==> src/host_port_defines.svh <==
`ifndef HOST_PORT_DEFINES_SVH
`define HOST_PORT_DEFINES_SVH

`define HP_DATA_W 8
`define HP_INDEX_W 3
`define HP_REG_COUNT 8
`define HP_GPIO_W 13
`define HP_GPIO_DATA_LSB 0
`define HP_GPIO_INDEX_LSB 8
`define HP_GPIO_DIR_BIT 11
`define HP_GPIO_STROBE_BIT 12
`define HP_FIFO_DEPTH 16
`define HP_FIFO_AW 4
`define HP_REG_RESET 8'h00
`define HP_GPIO_RESET 13'h0000

`endif

==> src/host_port_pkg.sv <==
`include "host_port_defines.svh"

package host_port_pkg;

  typedef enum logic [1:0] {
    ST_IDLE  = 2'b00,
    ST_READ  = 2'b01,
    ST_WRITE = 2'b11,
    ST_DMA   = 2'b10
  } access_state_t;

  typedef struct packed {
    logic [`HP_DATA_W-1:0] data;
    logic [`HP_INDEX_W-1:0] index;
  } host_word_t;

  typedef struct packed {
    logic [`HP_GPIO_W-1:0] dout;
    logic [`HP_GPIO_W-1:0] dir;
  } gpio_ctrl_t;

  typedef struct packed {
    logic [`HP_DATA_W-1:0] dout;
    logic [`HP_DATA_W-1:0] oe;
  } bus_drive_t;

endpackage

==> src/host_port_pin_control.sv <==
// How it works
// - selected and strobe idle: data lines tri-stated
// - strobe active, direction high: drive register
// - strobe active, direction low: lines stay inputs
// - write data captured at strobe rising edge
// - acknowledge during request drives bus out
// - three-bit index chooses the register
// - unselected port pins are gpio bits 0-12
// - after reset all shared pins gpio inputs
// - service request is open-drain, pulls low
`include "host_port_defines.svh"

module host_port_pin_control (
  // clock, reset, enable
  input wire logic mclk,
  input wire logic rst,
  input wire logic clk_en,
  // mode selection from core
  input wire logic host_port_select,
  // gpio control from core when port unselected
  input wire host_port_pkg::gpio_ctrl_t gpio_ctrl,
  output logic [`HP_GPIO_W-1:0] gpio_pin_state,
  // host data lines, split
  input wire logic [`HP_DATA_W-1:0] host_data_lines_in,
  output logic [`HP_DATA_W-1:0] host_data_lines_out,
  output logic [`HP_DATA_W-1:0] host_data_lines_oe,
  // index, direction, strobe (pins shared with gpio)
  input wire logic [`HP_INDEX_W-1:0] host_register_index_in,
  output logic [`HP_INDEX_W-1:0] host_register_index_out,
  output logic [`HP_INDEX_W-1:0] host_register_index_oe,
  input wire logic host_direction_line_in,
  output logic host_direction_line_out,
  output logic host_direction_line_oe,
  input wire logic host_access_strobe_n_in,
  output logic host_access_strobe_n_out,
  output logic host_access_strobe_n_oe,
  // dma handshake
  input wire logic host_dma_acknowledge_n,
  output logic host_service_request_n_out,
  output logic host_service_request_n_oe,
  // core side: register image the host reads
  input wire logic [`HP_INDEX_W-1:0] core_wr_index,
  input wire logic [`HP_DATA_W-1:0] core_wr_data,
  input wire logic core_wr_en,
  input wire logic service_pending,
  input wire logic [`HP_DATA_W-1:0] dma_out_data,
  // core side: words written by host, through fifo
  output logic rx_valid,
  input wire logic rx_ready,
  output host_port_pkg::host_word_t rx_word
);
  import host_port_pkg::*;

  // ----------------------------------------
  // state
  // ----------------------------------------
  typedef struct packed {
    logic [`HP_GPIO_W-1:0] pin_s1;
    logic [`HP_GPIO_W-1:0] pin_s2;
    logic ack_s1;
    logic ack_s2;
    access_state_t acc;
    logic [`HP_DATA_W*`HP_REG_COUNT-1:0] regs;
    logic [`HP_INDEX_W-1:0] wr_idx;
    logic push;
    host_word_t push_word;
    logic overflow;
    bus_drive_t bus;
    logic [`HP_INDEX_W-1:0] idx_oe;
    logic [`HP_INDEX_W-1:0] idx_out;
    logic dir_oe;
    logic dir_out;
    logic stb_oe;
    logic stb_out;
    logic req_oe;
    logic [`HP_GPIO_W-1:0] gpio_state;
    logic rx_valid;
    host_word_t rx_word;
  } port_state_t;

  port_state_t st_r;
  port_state_t st_nxt;
  logic fifo_in_ready;
  logic fifo_out_valid;
  logic [$bits(host_word_t)-1:0] fifo_out_data;
  logic drain;

  // ----------------------------------------
  // register image access
  // ----------------------------------------
  // read one register of the image
  function automatic logic [`HP_DATA_W-1:0] reg_pick(
    input logic [`HP_DATA_W*`HP_REG_COUNT-1:0] regs,
    input logic [`HP_INDEX_W-1:0] idx
  );
    reg_pick = regs[idx*`HP_DATA_W +: `HP_DATA_W];
  endfunction

  // replace one register of the image
  function automatic logic [`HP_DATA_W*`HP_REG_COUNT-1:0] reg_put(
    input logic [`HP_DATA_W*`HP_REG_COUNT-1:0] regs,
    input logic [`HP_INDEX_W-1:0] idx,
    input logic [`HP_DATA_W-1:0] val
  );
    reg_put = regs;
    reg_put[idx*`HP_DATA_W +: `HP_DATA_W] = val;
  endfunction

  // ----------------------------------------
  // host write fifo
  // ----------------------------------------
  assign drain = !st_r.rx_valid || rx_ready;

  host_word_fifo #(
    .WIDTH($bits(host_word_t)),
    .DEPTH(`HP_FIFO_DEPTH),
    .AW(`HP_FIFO_AW)
  ) u_fifo (
    .mclk(mclk),
    .rst(rst),
    .clk_en(clk_en),
    .in_valid(st_r.push),
    .in_ready(fifo_in_ready),
    .in_data(st_r.push_word),
    .out_valid(fifo_out_valid),
    .out_ready(drain),
    .out_data(fifo_out_data)
  );

  // ----------------------------------------
  // next state
  // ----------------------------------------
  always_comb
  begin
    logic [`HP_DATA_W-1:0] data_s;
    logic [`HP_INDEX_W-1:0] idx_s;
    logic dir_s;
    logic strobe_on;
    logic ack_on;
    data_s = st_r.pin_s2[`HP_GPIO_INDEX_LSB-1:`HP_GPIO_DATA_LSB];
    idx_s = st_r.pin_s2[`HP_GPIO_DIR_BIT-1:`HP_GPIO_INDEX_LSB];
    dir_s = st_r.pin_s2[`HP_GPIO_DIR_BIT];
    strobe_on = !st_r.pin_s2[`HP_GPIO_STROBE_BIT];
    ack_on = !st_r.ack_s2;
    st_nxt = st_r;
    // pins are asynchronous to mclk: two flops before use
    st_nxt.pin_s1 = {host_access_strobe_n_in, host_direction_line_in,
                     host_register_index_in, host_data_lines_in};
    st_nxt.pin_s2 = st_r.pin_s1;
    st_nxt.ack_s1 = host_dma_acknowledge_n;
    st_nxt.ack_s2 = st_r.ack_s1;
    st_nxt.push = 1'b0;
    st_nxt.gpio_state = st_r.pin_s2;
    // pulls low only; the pull-up holds it high otherwise
    st_nxt.req_oe = host_port_select && service_pending;
    if (core_wr_en)
    begin
      st_nxt.regs = reg_put(st_r.regs, core_wr_index, core_wr_data);
    end
    // a word offered to a full fifo is lost; remembered here
    if (st_r.push && !fifo_in_ready)
    begin
      st_nxt.overflow = 1'b1;
    end
    if (host_port_select)
    begin
      st_nxt.idx_oe = '0;
      st_nxt.dir_oe = 1'b0;
      st_nxt.stb_oe = 1'b0;
      case (st_r.acc)
        ST_IDLE:
        begin
          if (ack_on && st_r.req_oe)
          begin
            st_nxt.acc = ST_DMA;
          end
          else if (strobe_on && dir_s)
          begin
            st_nxt.acc = ST_READ;
          end
          else if (strobe_on)
          begin
            st_nxt.acc = ST_WRITE;
            st_nxt.wr_idx = idx_s;
          end
        end
        ST_READ:
        begin
          if (!strobe_on)
          begin
            st_nxt.acc = ST_IDLE;
          end
        end
        ST_WRITE:
        begin
          if (!strobe_on)
          begin
            // strobe rising edge latches data
            st_nxt.acc = ST_IDLE;
            // host write overrides a same-cycle core write
            st_nxt.regs = reg_put(st_nxt.regs, st_r.wr_idx, data_s);
            st_nxt.push_word.data = data_s;
            st_nxt.push_word.index = st_r.wr_idx;
            st_nxt.push = 1'b1;
          end
        end
        ST_DMA:
        begin
          if (!ack_on)
          begin
            st_nxt.acc = ST_IDLE;
          end
        end
        default:
        begin
          st_nxt.acc = ST_IDLE;
        end
      endcase
      // direction taken at strobe start, held to its end
      case (st_nxt.acc)
        ST_READ:
        begin
          st_nxt.bus.oe = '1;
          st_nxt.bus.dout = reg_pick(st_nxt.regs, idx_s);
        end
        ST_DMA:
        begin
          // dma data ignores the index
          st_nxt.bus.oe = '1;
          st_nxt.bus.dout = dma_out_data;
        end
        default:
        begin
          st_nxt.bus.oe = '0;
          st_nxt.bus.dout = '0;
        end
      endcase
    end
    else
    begin
      // port unselected: pins are plain gpio
      st_nxt.acc = ST_IDLE;
      st_nxt.bus.oe = gpio_ctrl.dir[`HP_GPIO_INDEX_LSB-1:0];
      st_nxt.bus.dout = gpio_ctrl.dout[`HP_GPIO_INDEX_LSB-1:0];
      st_nxt.idx_oe = gpio_ctrl.dir[`HP_GPIO_DIR_BIT-1:`HP_GPIO_INDEX_LSB];
      st_nxt.idx_out = gpio_ctrl.dout[`HP_GPIO_DIR_BIT-1:`HP_GPIO_INDEX_LSB];
      st_nxt.dir_oe = gpio_ctrl.dir[`HP_GPIO_DIR_BIT];
      st_nxt.dir_out = gpio_ctrl.dout[`HP_GPIO_DIR_BIT];
      st_nxt.stb_oe = gpio_ctrl.dir[`HP_GPIO_STROBE_BIT];
      st_nxt.stb_out = gpio_ctrl.dout[`HP_GPIO_STROBE_BIT];
    end
    // output stage of the fifo
    // refills when empty or when taken
    if (drain)
    begin
      st_nxt.rx_valid = fifo_out_valid;
      st_nxt.rx_word = host_word_t'(fifo_out_data);
    end
  end

  // ----------------------------------------
  // registers
  // ----------------------------------------
  always_ff @(posedge mclk or posedge rst)
  begin
    if (rst)
    begin
      st_r <= '0;
      st_r.regs <= {`HP_REG_COUNT{`HP_REG_RESET}};
      st_r.gpio_state <= `HP_GPIO_RESET;
      st_r.pin_s1 <= '1;
      st_r.pin_s2 <= '1;
      st_r.ack_s1 <= 1'b1;
      st_r.ack_s2 <= 1'b1;
    end
    else if (clk_en)
    begin
      st_r <= st_nxt;
    end
  end

  // ----------------------------------------
  // outputs, all from flops except the request level, tied low
  // ----------------------------------------
  assign host_data_lines_out = st_r.bus.dout;
  assign host_data_lines_oe = st_r.bus.oe;
  assign host_register_index_out = st_r.idx_out;
  assign host_register_index_oe = st_r.idx_oe;
  assign host_direction_line_out = st_r.dir_out;
  assign host_direction_line_oe = st_r.dir_oe;
  assign host_access_strobe_n_out = st_r.stb_out;
  assign host_access_strobe_n_oe = st_r.stb_oe;
  assign host_service_request_n_out = 1'b0;
  assign host_service_request_n_oe = st_r.req_oe;
  assign gpio_pin_state = st_r.gpio_state;
  assign rx_valid = st_r.rx_valid;
  assign rx_word = st_r.rx_word;

endmodule // host_port_pin_control

==> src/host_word_fifo.sv <==
module host_word_fifo #(
  parameter int WIDTH = 11,
  parameter int DEPTH = 16,
  parameter int AW = 4
) (
  // clock and reset
  input wire logic mclk,
  input wire logic rst,
  input wire logic clk_en,
  // fill side
  input wire logic in_valid,
  output logic in_ready,
  input wire logic [WIDTH-1:0] in_data,
  // drain side
  output logic out_valid,
  input wire logic out_ready,
  output logic [WIDTH-1:0] out_data
);

  typedef struct packed {
    logic [AW-1:0] wr_ptr;
    logic [AW-1:0] rd_ptr;
    logic [AW:0] count;
  } fifo_state_t;

  fifo_state_t st_r;
  fifo_state_t st_nxt;
  logic [WIDTH-1:0] mem [DEPTH];
  logic push;
  logic pop;

  assign in_ready = (st_r.count != (AW+1)'(DEPTH));
  assign out_valid = (st_r.count != '0);
  assign out_data = mem[st_r.rd_ptr];
  assign push = in_valid && in_ready && clk_en;
  assign pop = out_valid && out_ready && clk_en;

  always_comb
  begin
    st_nxt = st_r;
    if (push)
    begin
      st_nxt.wr_ptr = st_r.wr_ptr + AW'(1);
    end
    if (pop)
    begin
      st_nxt.rd_ptr = st_r.rd_ptr + AW'(1);
    end
    if (push && !pop)
    begin
      st_nxt.count = st_r.count + (AW+1)'(1);
    end
    else if (pop && !push)
    begin
      st_nxt.count = st_r.count - (AW+1)'(1);
    end
  end

  always_ff @(posedge mclk or posedge rst)
  begin
    if (rst)
    begin
      st_r <= '0;
    end
    else if (clk_en)
    begin
      st_r <= st_nxt;
    end
  end

  always_ff @(posedge mclk)
  begin
    if (push)
    begin
      mem[st_r.wr_ptr] <= in_data;
    end
  end

endmodule // host_word_fifo
==> config.mk <==
export PLATFORM = sky130hd
export DESIGN_NAME = host_port_pin_control
export DESIGN_NICKNAME = d
export VERILOG_FILES = /design/src/host_port_pkg.sv /design/src/host_port_pin_control.sv /design/src/host_word_fifo.sv
export VERILOG_INCLUDE_DIRS = /design/src
export SDC_FILE = /design/constraint.sdc
export NUM_CORES = 1
export LEC_CHECK = 0
export BUFFER_PORTS_ARGS = -buffer_cell sky130_fd_sc_hd__buf_2
export CAP_MARGIN = 20
export CELL_PAD_IN_SITES_DETAIL_PLACEMENT = 1
export CELL_PAD_IN_SITES_GLOBAL_PLACEMENT = 2
export CORE_MARGIN = 2
export CORE_UTILIZATION = 45
export DETAILED_ROUTE_END_ITERATION = 10
export GPL_TIMING_DRIVEN = 0
export PLACE_DENSITY = 0.93
export SYNTH_ARGS = -nofsm -noshare
export SYNTH_HDL_FRONTEND = slang
export SYNTH_HIERARCHICAL = 1
export SYNTH_SLANG_ARGS = --single-unit
==> constraint.sdc <==
create_clock -name mclk -period 12.8 [get_ports mclk]
set_input_delay 2.56 -clock mclk [delete_from_list [all_inputs] [get_ports mclk]]
set_output_delay 2.56 -clock mclk [all_outputs]
set_load 0.05 [all_outputs]
==> qor.json, run 1 <==
{
  "fin_tns_setup": {"value": 0, "unit": "ns"},
  "most-common-layout-cells": {"value": "edfxtp_1 (176), dfrtp_1 (146), buf_2 (125)"},
  "fin_skew": {"value": 0.0149, "unit": "ns"},
  "postCtsHoldBufs": {"value": 0},
  "worst-r2r-cell-count": {"value": 10},
  "crit_reg_reg_endpoint": {"value": "host_data_lines_out[1]"},
  "switching_share": {"value": 35.6, "unit": "%"},
  "avgViaCountPerCell": {"value": 6.04},
  "floorplan.die.width": {"value": 201, "unit": "um"},
  "skew_pair_late_insertion_delay": {"value": 0.57, "unit": "ns"},
  "vias": {"value": 13000},
  "detailedRoute.firstPassIterationCount": {"value": 5},
  "largest_net_degree_at_the_start_of_global_routing": {"value": 95},
  "setup_viol": {"value": 0},
  "mostFrequentLayoutCell": {"value": "edfxtp_1"},
  "worstHoldEndpoint": {"value": "st_r[131]"},
  "grt_remaining_overflow": {"value": 0},
  "finalCritPeriodShare": {"value": 42.7, "unit": "%"},
  "clkPwrFrac": {"value": 28.7, "unit": "%"},
  "regArea": {"value": 0.00967, "unit": "sq mm"},
  "dp_hpwl": {"value": 40900, "unit": "um"},
  "num-fill-cells": {"value": 4078},
  "synth_fp_nets": {"value": 1521},
  "hold_path.class": {"value": "reg -> reg"},
  "io_buffer_count": {"value": 116},
  "crit_path_start_kind": {"value": "primary input"},
  "clkSinkCount": {"value": 350},
  "regToRegSetupSlack": {"value": 9.06, "unit": "ns"},
  "vdd.ir_drop.worst": {"value": 0.0933, "unit": "mV"},
  "antenna_found_initial": {"value": 0},
  "floorplan.initialDensity": {"value": 45.4, "unit": "%"},
  "achievable-frequency": {"value": 183, "unit": "MHz"},
  "timing.hold.worst.start": {"value": "st_r[131]"},
  "rsz0062_at_grt": {"value": "false"},
  "worstPathMaxFanout": {"value": 10},
  "cts-root-buf": {"value": "clkbuf_16"},
  "timing.rr.start": {"value": "st_r[65]"},
  "clock_tree.htree_level_count": {"value": 2},
  "finalWeightedCongestion": {"value": 1.00},
  "die_height": {"value": 201, "unit": "um"},
  "min_delay_path_depth": {"value": 2},
  "required": {"value": 13.21, "unit": "ns"},
  "report.final.slew_viol_count": {"value": 0},
  "cts_made_buffers": {"value": 40},
  "core": {"value": 0.0385, "unit": "sq mm"},
  "power.net_switching": {"value": 1.39, "unit": "mW"},
  "fin_worst_hold_slack": {"value": 0.479, "unit": "ns"},
  "finish.utilization": {"value": 52.0, "unit": "%"},
  "synth_warnings": {"value": 6},
  "grt_first_pass_wirelength": {"value": 87600, "unit": "um"},
  "layout-drive-gt1-share": {"value": 26.1, "unit": "%"},
  "arrival": {"value": 5.88, "unit": "ns"},
  "syn_to_final_growth": {"value": 14.6, "unit": "%"},
  "tritoncts": {"value": "yes"},
  "drt-total-wl": {"value": 57600, "unit": "um"},
  "setup.worst_path.class": {"value": "in -> reg"},
  "total_leakage_power": {"value": 7.89, "unit": "nW"},
  "hold_viol_final": {"value": 0},
  "p_seq_share": {"value": 38.2, "unit": "%"},
  "mappedNetlistArea": {"value": 0.0175, "unit": "sq mm"},
  "power.density": {"value": 196, "unit": "mW/mm^2"},
  "io-pin-count": {"value": 119},
  "number_of_cells_produced_by_synthesis": {"value": 1438},
  "drv.max_cap_violation_count": {"value": 0},
  "post-layout-total-power": {"value": 3.92, "unit": "mW"},
  "gr-usage-all-layers": {"value": 28.9, "unit": "%"},
  "post-route-min-period": {"value": 5.47, "unit": "ns"},
  "worstSetupEndpointType": {"value": "flop"},
  "grt_pass1_vias": {"value": 13900},
  "postSynthAreaPerCell": {"value": 12.1, "unit": "sq um"},
  "multi_input_area": {"value": 0.00679, "unit": "sq mm"},
  "rows": {"value": 72},
  "p_comb_share": {"value": 33.0, "unit": "%"},
  "nets": {"value": 1680},
  "ctsResizeCount": {"value": 0},
  "design.die.area": {"value": 0.0404, "unit": "sq mm"},
  "post-cts-setup-buffers": {"value": 0},
  "power.internal": {"value": 2.52, "unit": "mW"},
  "status": {"value": "complete, no violations"},
  "worst_slew_pin_slew": {"value": 1.09, "unit": "ns"},
  "slew_headroom": {"value": 27.0, "unit": "%"},
  "drtAntennaViolNets": {"value": 0},
  "drt-wirelength-per-cell": {"value": 26.8, "unit": "um"},
  "num_antenna_cells": {"value": 0},
  "drc_violations": {"value": 0},
  "worst_setup_hold_path_clk_slew": {"value": 0.06, "unit": "ns"},
  "drt_iter0_drc": {"value": 947},
  "clock_path_buffers": {"value": 3}
}
==> worst max-delay path: stages <==
cell	delay [ns]
buf_2	0.12
clkbuf_2	0.21
inv_1	0.09
ha_1	0.23
ha_1	0.27
buf_2	0.21
nand2_1	0.12
nor4_4	0.75
mux2i_1	0.30
o21ai_0	0.16
a211oi_1	0.65
o22ai_1	0.21
==> power groups by stage <==
| stage | clock network (mW) | logic, mW | registers, mW |
|---|---|---|---|
| after global placement | 0 | 1.24 | 1.50 |
| after floorplan | 0 | 0.933 | 1.47 |
| after global routing | 1.19 | 1.38 | 1.52 |
| after CTS | 1.15 | 1.29 | 1.50 |
| after detailed placement | 0 | 1.28 | 1.52 |
| final | 1.12 | 1.29 | 1.50 |
==> sequential cells by signal, summed over array words and instances (netlist names) <==
signal / flops
gpio_pin_state: 13
rx_word: 11
host_data_lines_oe: 8
st_r: 82
host_access_strobe_n_out: 1
rx_valid: 1
st_nxt: 27
host_direction_line_out: 1
host_register_index_oe: 3
host_direction_line_oe: 1
u_fifo/st_r: 13
host_data_lines_out: 8
u_fifo/mem: 176
host_register_index_out: 3
host_service_request_n_oe: 1
host_access_strobe_n_oe: 1
==> layer usage <==
| layer | wire length (um) | track usage (%) | vias to the layer above |
|---|---|---|---|
| met5 | 0 | 0 | - |
| met1 | 23200 | 36.2 | 6634 |
| li1 | - | - | 5686 |
| met4 | 3580 | 17.1 | 0 |
| met2 | 27900 | 48.2 | 471 |
| met3 | 2950 | 3.83 | 176 |
==> how the worst max path moves through the flow <==
stage | start | end | slack, ns | cells past startpoint
floorplan | rst | gpio_pin_state[0] | 5.94 | 1
global placement | rst | host_register_index_out[0] | 3.52 | 2
detailed placement | core_wr_index[0] | host_data_lines_out[5] | 6.84 | 12
CTS | core_wr_index[0] | host_data_lines_out[5] | 7.42 | 12
global route | core_wr_index[0] | host_data_lines_out[5] | 7.22 | 12
finish | core_wr_index[0] | host_data_lines_out[5] | 7.33 | 12
==> cell type report <==
type,count,share of cell area [%]
Tap cell,518,3.24
Inverter,27,0.544
Multi-Input combinational cell,912,33.9
Timing Repair Buffer,117,3.04
Sequential cell,350,48.3
Clock buffer,60,5.78
Clock inverter,14,0.663
Buffer,149,4.48
==> metrics by stage <==
| step | cell area [sq um] | cells | worst slack, ns |
|---|---|---|---|
| finish | 20000 | 2147 | 7.33 |
| global route | 20000 | 2147 | 7.22 |
| CTS | 20000 | 2147 | 7.42 |
| detailed placement | 18700 | 2073 | 6.84 |
| global placement | 18700 | 2072 | 3.52 |
| floorplan | 17500 | 1438 | 5.94 |
(Power assumes the default switching activity.)
==> run 2: changes to the inputs <==
Settings changed: ABC_AREA set to 1, CORE_UTILIZATION 45 to 37, PLACE_DENSITY 0.93 to 0.88.
Clock period 12.8 ns to 5.6 ns, I/O delays scaled along.
==> run 2 against run 1 <==
  * Wire length grew 26%
  * Clock skew shrank 0.0010 ns
  * Flip-flop and latch count is the same
  * Count of clock-buffer cells in the layout shrank 4
  * Critical path type unchanged
  * Largest power group unchanged
==> qor.json, run 2 <==
{
  "fin_worst_hold_slack": {"value": 0.469, "unit": "ns", "change": "-0.0101 ns"},
  "ctsResizeCount": {"value": 0, "change": "unchanged"},
  "rsz0062_at_grt": {"value": "false"},
  "io_buffer_count": {"value": 117, "change": "+0.86%"},
  "endpoint": {"value": "host_data_lines_out[5]"},
  "total_leakage_power": {"value": 10.5, "unit": "nW", "change": "+33%"},
  "skew_pair_late_insertion_delay": {"value": 0.58, "unit": "ns", "change": "about the same"},
  "regToRegSetupSlack": {"value": 2.14, "unit": "ns", "change": "-6.92 ns"},
  "postSynthAreaPerCell": {"value": 8.19, "unit": "sq um", "change": "-33%"},
  "drt-total-wl": {"value": 72300, "unit": "um", "change": "+26%"},
  "drv.max_cap_violation_count": {"value": 0, "change": "unchanged"},
  "ys_seq_elements": {"value": 350},
  "crit_path_start_kind": {"value": "primary input"},
  "mostFrequentLayoutCell": {"value": "nand2_1"},
  "drtAntennaViolNets": {"value": 0, "change": "unchanged"},
  "grt_util_met1": {"value": 39.9, "unit": "%", "change": "+3.7 points"},
  "grt_pass1_vias": {"value": 17700, "change": "+28%"},
  "finalCritPeriodShare": {"value": 63.7, "unit": "%"},
  "power.density": {"value": 427, "unit": "mW/mm^2", "change": "+120%"},
  "drt_iter0_drc": {"value": 1503, "change": "+59%"},
  "ys_seq_area_share": {"value": 51.7, "unit": "%"},
  "number_of_cells_produced_by_synthesis": {"value": 2286, "change": "+59%"},
  "synth.cells.most_frequent": {"value": "nand2_1 (743), nand3_1 (451), inv_1 (258)"},
  "clkSinkCount": {"value": 350, "change": "unchanged"},
  "num_antenna_cells": {"value": 0, "change": "unchanged"},
  "clock_tree.htree_level_count": {"value": 2, "change": "unchanged"},
  "global_route.usage.met3": {"value": 4.99, "unit": "%", "change": "+1.2 points"},
  "post-route-min-period": {"value": 3.57, "unit": "ns"},
  "most-common-layout-cells": {"value": "nand2_1 (743), nand3_1 (451), inv_1 (257)"},
  "dp_hpwl": {"value": 54000, "unit": "um", "change": "+32%"},
  "antenna_found_initial": {"value": 1, "change": "+1"},
  "timing.critical_path.from": {"value": "core_wr_index[0]"},
  "dp_slack": {"value": 1.53, "unit": "ns", "change": "-5.31 ns"},
  "worst_setup_hold_path_clk_slew": {"value": 0.07, "unit": "ns", "change": "about the same"},
  "synthArstFlopShare": {"value": 49.7, "unit": "%"},
  "grt_first_pass_wirelength": {"value": 109000, "unit": "um", "change": "+25%"},
  "cts_made_buffers": {"value": 42, "change": "+5.0%"},
  "hold_path.class": {"value": "reg -> reg"},
  "worstPathMaxFanout": {"value": 9, "change": "-1"},
  "layout-drive-gt1-share": {"value": 17.0, "unit": "%", "change": "-9.1 points"},
  "largest-register": {"value": "u_fifo/mem"},
  "worst_slew_pin_slew": {"value": 1.03, "unit": "ns", "change": "-0.0679 ns"},
  "slew_headroom": {"value": 31.5, "unit": "%", "change": "+4.5 points"},
  "timing.rr.start": {"value": "st_r[65]"},
  "floorplan.die.width": {"value": 229, "unit": "um", "change": "+14%"},
  "gr-usage-all-layers": {"value": 27.5, "unit": "%", "change": "-1.4 points"},
  "cts-root-buf": {"value": "clkbuf_16"},
  "synth_warnings": {"value": 6, "change": "unchanged"},
  "nets": {"value": 2548, "change": "+52%"},
  "drc_violations": {"value": 0, "change": "unchanged"},
  "timing.hold.worst.start": {"value": "host_access_strobe_n_out"},
  "syn_to_final_growth": {"value": 16.5, "unit": "%"},
  "finalWeightedCongestion": {"value": 0.944, "change": "-5.5%"},
  "vdd.ir_drop.worst": {"value": 0.209, "unit": "mV", "change": "+120%"},
  "post-cts-setup-buffers": {"value": 0, "change": "unchanged"},
  "avgViaCountPerCell": {"value": 5.41, "change": "-10%"},
  "core": {"value": 0.0501, "unit": "sq mm", "change": "+30%"},
  "postCtsHoldBufs": {"value": 0, "change": "unchanged"},
  "design.die.area": {"value": 0.0524, "unit": "sq mm", "change": "+30%"},
  "setup_viol": {"value": 0, "change": "unchanged"},
  "clock_path_buffers": {"value": 3, "change": "unchanged"},
  "die_height": {"value": 229, "unit": "um", "change": "+14%"},
  "synth_fp_nets": {"value": 2369, "change": "+56%"},
  "layout_setup_ws": {"value": 2.03, "unit": "ns", "change": "-5.30 ns"},
  "detailedRoute.firstPassIterationCount": {"value": 5, "change": "unchanged"},
  "vias": {"value": 17100, "change": "+32%"},
  "report.final.slew_viol_count": {"value": 0, "change": "unchanged"},
  "synthFlopType": {"value": "edfxtp_1"},
  "yosys.area.top_type": {"value": "edfxtp_1"},
  "synth-edff-count": {"value": 176},
  "achievable-frequency": {"value": 280, "unit": "MHz"},
  "worst-r2r-cell-count": {"value": 19, "change": "+9"},
  "status": {"value": "complete, no violations"},
  "ys_types": {"value": 47},
  "fin_skew": {"value": 0.0139, "unit": "ns", "change": "-0.00103 ns"},
  "largest_net_degree_at_the_start_of_global_routing": {"value": 91, "change": "-4.2%"},
  "setup.worst_path.class": {"value": "in -> reg"},
  "rows": {"value": 82, "change": "+14%"},
  "globalRoute.busiestLayer": {"value": "met2"},
  "tritoncts": {"value": "yes"},
  "grt.met2_usage": {"value": 41.9, "unit": "%", "change": "-6.4 points"},
  "largest_register_ffs": {"value": 176, "change": "unchanged"},
  "post-synth-top-count-cell": {"value": "nand2_1"},
  "arrival": {"value": 4.07, "unit": "ns", "change": "-1.81 ns"},
  "drt-wirelength-per-cell": {"value": 22.8, "unit": "um", "change": "-15%"},
  "floorplan.initialDensity": {"value": 37.4, "unit": "%", "change": "-8.0 points"},
  "post_synth_main_area_contributors": {"value": "edfxtp_1 (28%), dfrtp_1 (20%), nand2_1 (15%)"},
  "hold_viol_final": {"value": 0, "change": "unchanged"},
  "required": {"value": 6.10, "unit": "ns", "change": "-7.11 ns"},
  "synth_top_area_share": {"value": 28.2, "unit": "%"},
  "io-pin-count": {"value": 119, "change": "unchanged"},
  "worstSetupEndpointType": {"value": "flop"},
  "crit_reg_reg_endpoint": {"value": "host_data_lines_out[5]"},
  "fin_tns_setup": {"value": 0, "unit": "ns", "change": "unchanged"},
  "grt_remaining_overflow": {"value": 0, "change": "unchanged"},
  "mappedNetlistArea": {"value": 0.0187, "unit": "sq mm", "change": "+7.2%"}
}
run 2: worst min-delay path by stage:
stage | to | slack [ns] | cells after the start
6_report | host_access_strobe_n_out | 0.47 | 2
5_1_grt | st_nxt[147] | 0.49 | 2
4_1_cts | host_access_strobe_n_out | 0.47 | 2
3_5_place_dp | host_access_strobe_n_out | 0.46 | 2
3_3_place_gp | host_access_strobe_n_out | 0.45 | 2
2_1_floorplan | host_register_index_out[0] | 0.44 | 2
run 2: area by class of cell:
| class | instances | area, sq um |
|---|---|---|
| clock buffer | 56 | 1160 |
| multi-input combinational | 1496 | 7170 |
| buffer | 156 | 887 |
| fill | 6145 | 28300 |
| sequential | 350 | 9670 |
| clock inverter | 20 | 190 |
| inverter | 284 | 1080 |
| tap | 672 | 841 |
| timing repair buffer | 135 | 805 |
run 2: kinds of logic (layout without fill, tap and decap cells):
kind of cell	count (synthesis)	after routing	share of synthesized area [%]
simple gates	1345	1345	31.7
buf+inv	440	651	10.5
flops	350	350	51.7
compound gates	116	116	4.01
fa+ha+maj	17	17	1.18
mux	11	11	0.662
xor+xnor	6	6	0.281
other cells	1	1	0.0200
run 2: per-stage QoR:
stage,instance area (sq um),instances,total power [mW],util (%)
finish,21800,3169,9.31,43.6
detailed placement,20500,3093,6.54,40.9
global placement,20100,3075,6.44,40.2
floorplan,18700,2286,5.45,-
CTS,21800,3169,9.31,43.6
global route,21800,3169,9.76,43.6
run 2: report_power, final:
group | leakage (nW) | switching (mW) | internal (mW) | total [mW]
Sequential | 3.79 | 0.255 | 3.03 | 3.28
Combinational | 6.01 | 2.29 | 0.986 | 3.28
Clock | 0.669 | 1.15 | 1.60 | 2.75
run 2: worst max-delay path, stage by stage:
cell     delay [ns]
buf_2          0.15
inv_2          0.11
ha_1           0.24
ha_1           0.28
buf_4          0.17
nor2_2         0.43
nand4_2        0.45
nand2_1        0.25
nand3_1        0.12
nand2_1        0.11
nand2_1        0.09
nand2_1        0.08
nand2_1        0.11
nand2_1        0.09
nand3_1        0.07
nand2_1        0.08
nand2_1        0.05
nand2_1        0.06
run 2: metal layers:
layer	up-vias	part of all wire, %
met3	132	7.7
li1	7794	-
met5	-	0
met1	8606	46
met4	0	3.0
met2	614	43
==> run 3: changes to the inputs <==
Settings changed: CORE_UTILIZATION 37 to 34, PLACE_DENSITY 0.88 to 0.85.
Clock period 5.6 ns to 2.9 ns, I/O delays scaled along.
==> run 3 against run 2 <==
  * Register-to-register slack got worse by 2.0 ns
  * Combinational power grew 100%
  * Global-route usage decreased by 2.1 points
  * Clock skew grew 0.0085 ns
  * Count of clock-buffer cells in the layout is 2 higher
  * Sequential power rose by 93%
  * Cell area rose by 2.8%
  * Wire length is 0.21% lower
  * Flip-flop and latch count unchanged
  * Total power increased by 100%
  * Clock power grew 110%
  * Sequential share of layout area is 1.2 points lower
  * Highest routed layer is now met5
==> qor.json, run 3 (same netlist as run 2, synthesis figures left out) <==
{
  "status": {"value": "complete, no violations"},
  "cts_made_buffers": {"value": 42, "change": "unchanged"},
  "achievable-frequency": {"value": 362, "unit": "MHz"},
  "post-route-min-period": {"value": 2.76, "unit": "ns"},
  "hold_path.class": {"value": "in -> reg"},
  "critical_path.max_stage_delay": {"value": 0.37, "unit": "ns", "change": "-0.08 ns"},
  "hold_viol_final": {"value": 0, "change": "unchanged"},
  "floorplan.initialDensity": {"value": 34.2, "unit": "%", "change": "-3.2 points"},
  "drt-total-wl": {"value": 72200, "unit": "um", "change": "-0.21%"},
  "floorplan.die.width": {"value": 239, "unit": "um", "change": "+4.2%"},
  "vias": {"value": 17000, "change": "-0.86%"},
  "tritoncts": {"value": "yes"},
  "clock_tree.htree_level_count": {"value": 2, "change": "unchanged"},
  "layout.cells.non_filler": {"value": 3222, "change": "+1.7%"},
  "most-common-layout-cells": {"value": "nand2_1 (731), nand3_1 (443), inv_1 (253)"},
  "worst_slew_pin_slew": {"value": 0.974, "unit": "ns", "change": "-0.0535 ns"},
  "timing.rr.start": {"value": "st_r[65]"},
  "dp_hpwl": {"value": 53600, "unit": "um", "change": "-0.85%"},
  "drt-wirelength-per-cell": {"value": 22.4, "unit": "um", "change": "-1.9%"},
  "fin_skew": {"value": 0.0224, "unit": "ns", "change": "+0.00853 ns"},
  "largest_register_ffs": {"value": 176, "change": "unchanged"},
  "detailedRoute.firstPassIterationCount": {"value": 5, "change": "unchanged"},
  "finalCritPeriodShare": {"value": 95.3, "unit": "%"},
  "io-pin-count": {"value": 119, "change": "unchanged"},
  "finalWeightedCongestion": {"value": 0.935, "change": "-1.0%"},
  "skew_pair_late_insertion_delay": {"value": 0.59, "unit": "ns", "change": "about the same"},
  "required": {"value": 3.37, "unit": "ns", "change": "-2.73 ns"},
  "design.die.area": {"value": 0.0570, "unit": "sq mm", "change": "+8.7%"},
  "arrival": {"value": 3.23, "unit": "ns", "change": "-0.84 ns"},
  "gate_family_responsible_for_the_most_delay_along_the_worst_path": {"value": "simple AND/OR/NAND/NOR gates"},
  "worstSetupEndpointType": {"value": "flop"},
  "cp_num_buf_inv": {"value": 5, "change": "+2"},
  "num-fill-cells": {"value": 6527, "change": "+6.2%"},
  "regToRegSetupSlack": {"value": 0.14, "unit": "ns", "change": "-2.00 ns"},
  "rows": {"value": 86, "change": "+4.9%"},
  "finish.utilization": {"value": 40.9, "unit": "%", "change": "-2.6 points"},
  "min_delay_path_depth": {"value": 3, "change": "+1"},
  "worstHoldEndpoint": {"value": "st_nxt[143]"},
  "crit_path_start_kind": {"value": "flop"},
  "post-layout-total-power": {"value": 18.7, "unit": "mW", "change": "+100%"},
  "io_buffer_count": {"value": 117, "change": "unchanged"},
  "crit_path_cell_chain": {"value": "inv_2 -> buf_6 -> ha_1 -> ha_4 -> inv_4 -> nand2_4 -> inv_1 -> nand2_1 -> nor2_4 -> nand2_4 -> inv_4 -> nand2_1 -> nand3_1 -> nand3_1 -> nand2_2 -> nand2_1 -> nand3_1 -> nand2_1 -> nand2_1 -> nand2_1"},
  "die_height": {"value": 239, "unit": "um", "change": "+4.2%"},
  "gr-usage-all-layers": {"value": 25.4, "unit": "%", "change": "-2.1 points"},
  "grt_remaining_overflow": {"value": 0, "change": "unchanged"},
  "drt_iter0_drc": {"value": 1292, "change": "-14%"},
  "grt_first_pass_wirelength": {"value": 108000, "unit": "um", "change": "-0.65%"},
  "drv.max_cap_violation_count": {"value": 0, "change": "unchanged"},
  "slowest_stage": {"value": "dfrtp_1"},
  "report.final.slew_viol_count": {"value": 0, "change": "unchanged"},
  "antenna_found_initial": {"value": 2, "change": "+1"},
  "clock_path_buffers": {"value": 3, "change": "unchanged"},
  "worst_setup_hold_path_clk_slew": {"value": 0.06, "unit": "ns", "change": "about the same"},
  "core": {"value": 0.0548, "unit": "sq mm", "change": "+9.4%"},
  "total_leakage_power": {"value": 10.7, "unit": "nW", "change": "+2.1%"},
  "drc_violations": {"value": 0, "change": "unchanged"},
  "layout-drive-gt1-share": {"value": 19.0, "unit": "%", "change": "+2.0 points"},
  "timing.hold.worst.start": {"value": "host_data_lines_in[7]"},
  "nets": {"value": 2567, "change": "+0.75%"},
  "largest-register": {"value": "u_fifo/mem"},
  "setup_viol": {"value": 0, "change": "unchanged"},
  "cts-root-buf": {"value": "clkbuf_16"},
  "worstPathMaxFanout": {"value": 10, "change": "+1"},
  "vdd.ir_drop.worst": {"value": 0.470, "unit": "mV", "change": "+120%"},
  "setup.worst_path.class": {"value": "reg -> reg"},
  "drtAntennaViolNets": {"value": 0, "change": "unchanged"},
  "crit_top_cell": {"value": "nand2_1"},
  "largest_net_degree_at_the_start_of_global_routing": {"value": 37, "change": "-59%"},
  "avgViaCountPerCell": {"value": 5.28, "change": "-2.5%"},
  "grt_pass1_vias": {"value": 18000, "change": "+1.8%"},
  "crit_reg_reg_endpoint": {"value": "host_data_lines_out[2]"},
  "mostFrequentLayoutCell": {"value": "nand2_1"},
  "placedCellCount": {"value": 3128, "change": "+1.1%"},
  "clkSinkCount": {"value": 350, "change": "unchanged"},
  "slew_headroom": {"value": 35.1, "unit": "%", "change": "+3.6 points"},
  "power.density": {"value": 835, "unit": "mW/mm^2", "change": "+95%"},
  "worst-r2r-cell-count": {"value": 20, "change": "+1"},
  "syn_to_final_growth": {"value": 19.7, "unit": "%"}
}
run 3: cell count changes in the layout (fill, tap and decap cells not counted), moves of 5 or more:
cell	before	now
nand2_1	743	731
nand2_2	11	18
buf_12	0	5
nand3_4	1	6
buf_4	64	77
nand2_4	0	5
nor2_4	2	7
nand3_1	451	443
run 3: layout make-up:
| type | instances | area, sq um | share of cell area, % |
|---|---|---|---|
| clock inverters | 19 | 335 | 1.50 |
| well taps | 704 | 881 | 3.93 |
| repair buffers | 153 | 985 | 4.39 |
| multi-input cells | 1497 | 7370 | 32.9 |
| clock buffers | 58 | 1170 | 5.23 |
| diodes | 1 | 2.50 | 0.0112 |
| flip-flops and latches | 350 | 9670 | 43.2 |
| inverters | 284 | 1080 | 4.84 |
| plain buffers | 156 | 907 | 4.05 |
run 3: routing by layer:
| metal | part of all wire [%] | wire length, um | global-route usage, % |
|---|---|---|---|
| met4 | 3.3 | 2410 | 8.67 |
| met1 | 43 | 31300 | 33.6 |
| met2 | 45 | 32700 | 40.4 |
| met3 | 7.9 | 5720 | 6.52 |
| met5 | 0.018 | 13 | 0 |
run 3: how the worst max path moves through the flow:
stage | start | end | depth (start not counted)
detailed placement | core_wr_index[0] | host_data_lines_out[2] | 17
finish | st_r[65] | host_data_lines_out[2] | 20
floorplan | rst | gpio_pin_state[0] | 1
CTS | st_r[65] | host_data_lines_out[4] | 20
global route | st_r[65] | host_data_lines_out[1] | 19
global placement | rst | host_data_lines_oe[2] | 2
run 3: timing repair:
item	4_1_cts	5_1_grt
hold buffers	1	0
gates resized for setup	33	29
setup endpoints to repair	8	13
pin swaps	6	6
buffers inserted	7	7
endpoints found under the hold margin	9	0
gates cloned	0	1
run 3: metrics by stage:
| stage | area [sq um] | TNS [ns] | setup WS (ns) | hold slack (ns) |
|---|---|---|---|---|
| global route | 22400 | -0.0153 | -0.0153 | 0.202 |
| global placement | 20200 | -191.51 | -1.21 | 0.450 |
| finish | 22400 | 0 | 0.136 | 0.204 |
| floorplan | 18700 | 0 | 0.300 | 0.443 |
| CTS | 22200 | 0 | 0.000810 | 0.183 |
| detailed placement | 20600 | -8.76 | -0.461 | 0.457 |
run 3: power breakdown:
part           switching [mW]  internal [mW]  leakage (nW)
sequential              0.486           5.85          3.79
clock                    2.30           3.48         0.718
combinational            4.56           2.04          6.17
total                    7.34           11.4          10.7
run 3: worst reg2reg max path, cell delays in order (launching register included):
cell and delay, ns:
dfrtp_1 0.37, inv_2 0.06, buf_6 0.14, ha_1 0.23
ha_4 0.19, inv_4 0.09, nand2_4 0.08, inv_1 0.07
nand2_1 0.10, nor2_4 0.18, nand2_4 0.13, inv_4 0.11
nand2_1 0.16, nand3_1 0.17, nand3_1 0.11, nand2_2 0.14
nand2_1 0.07, nand3_1 0.10, nand2_1 0.06, nand2_1 0.05
nand2_1 0.04
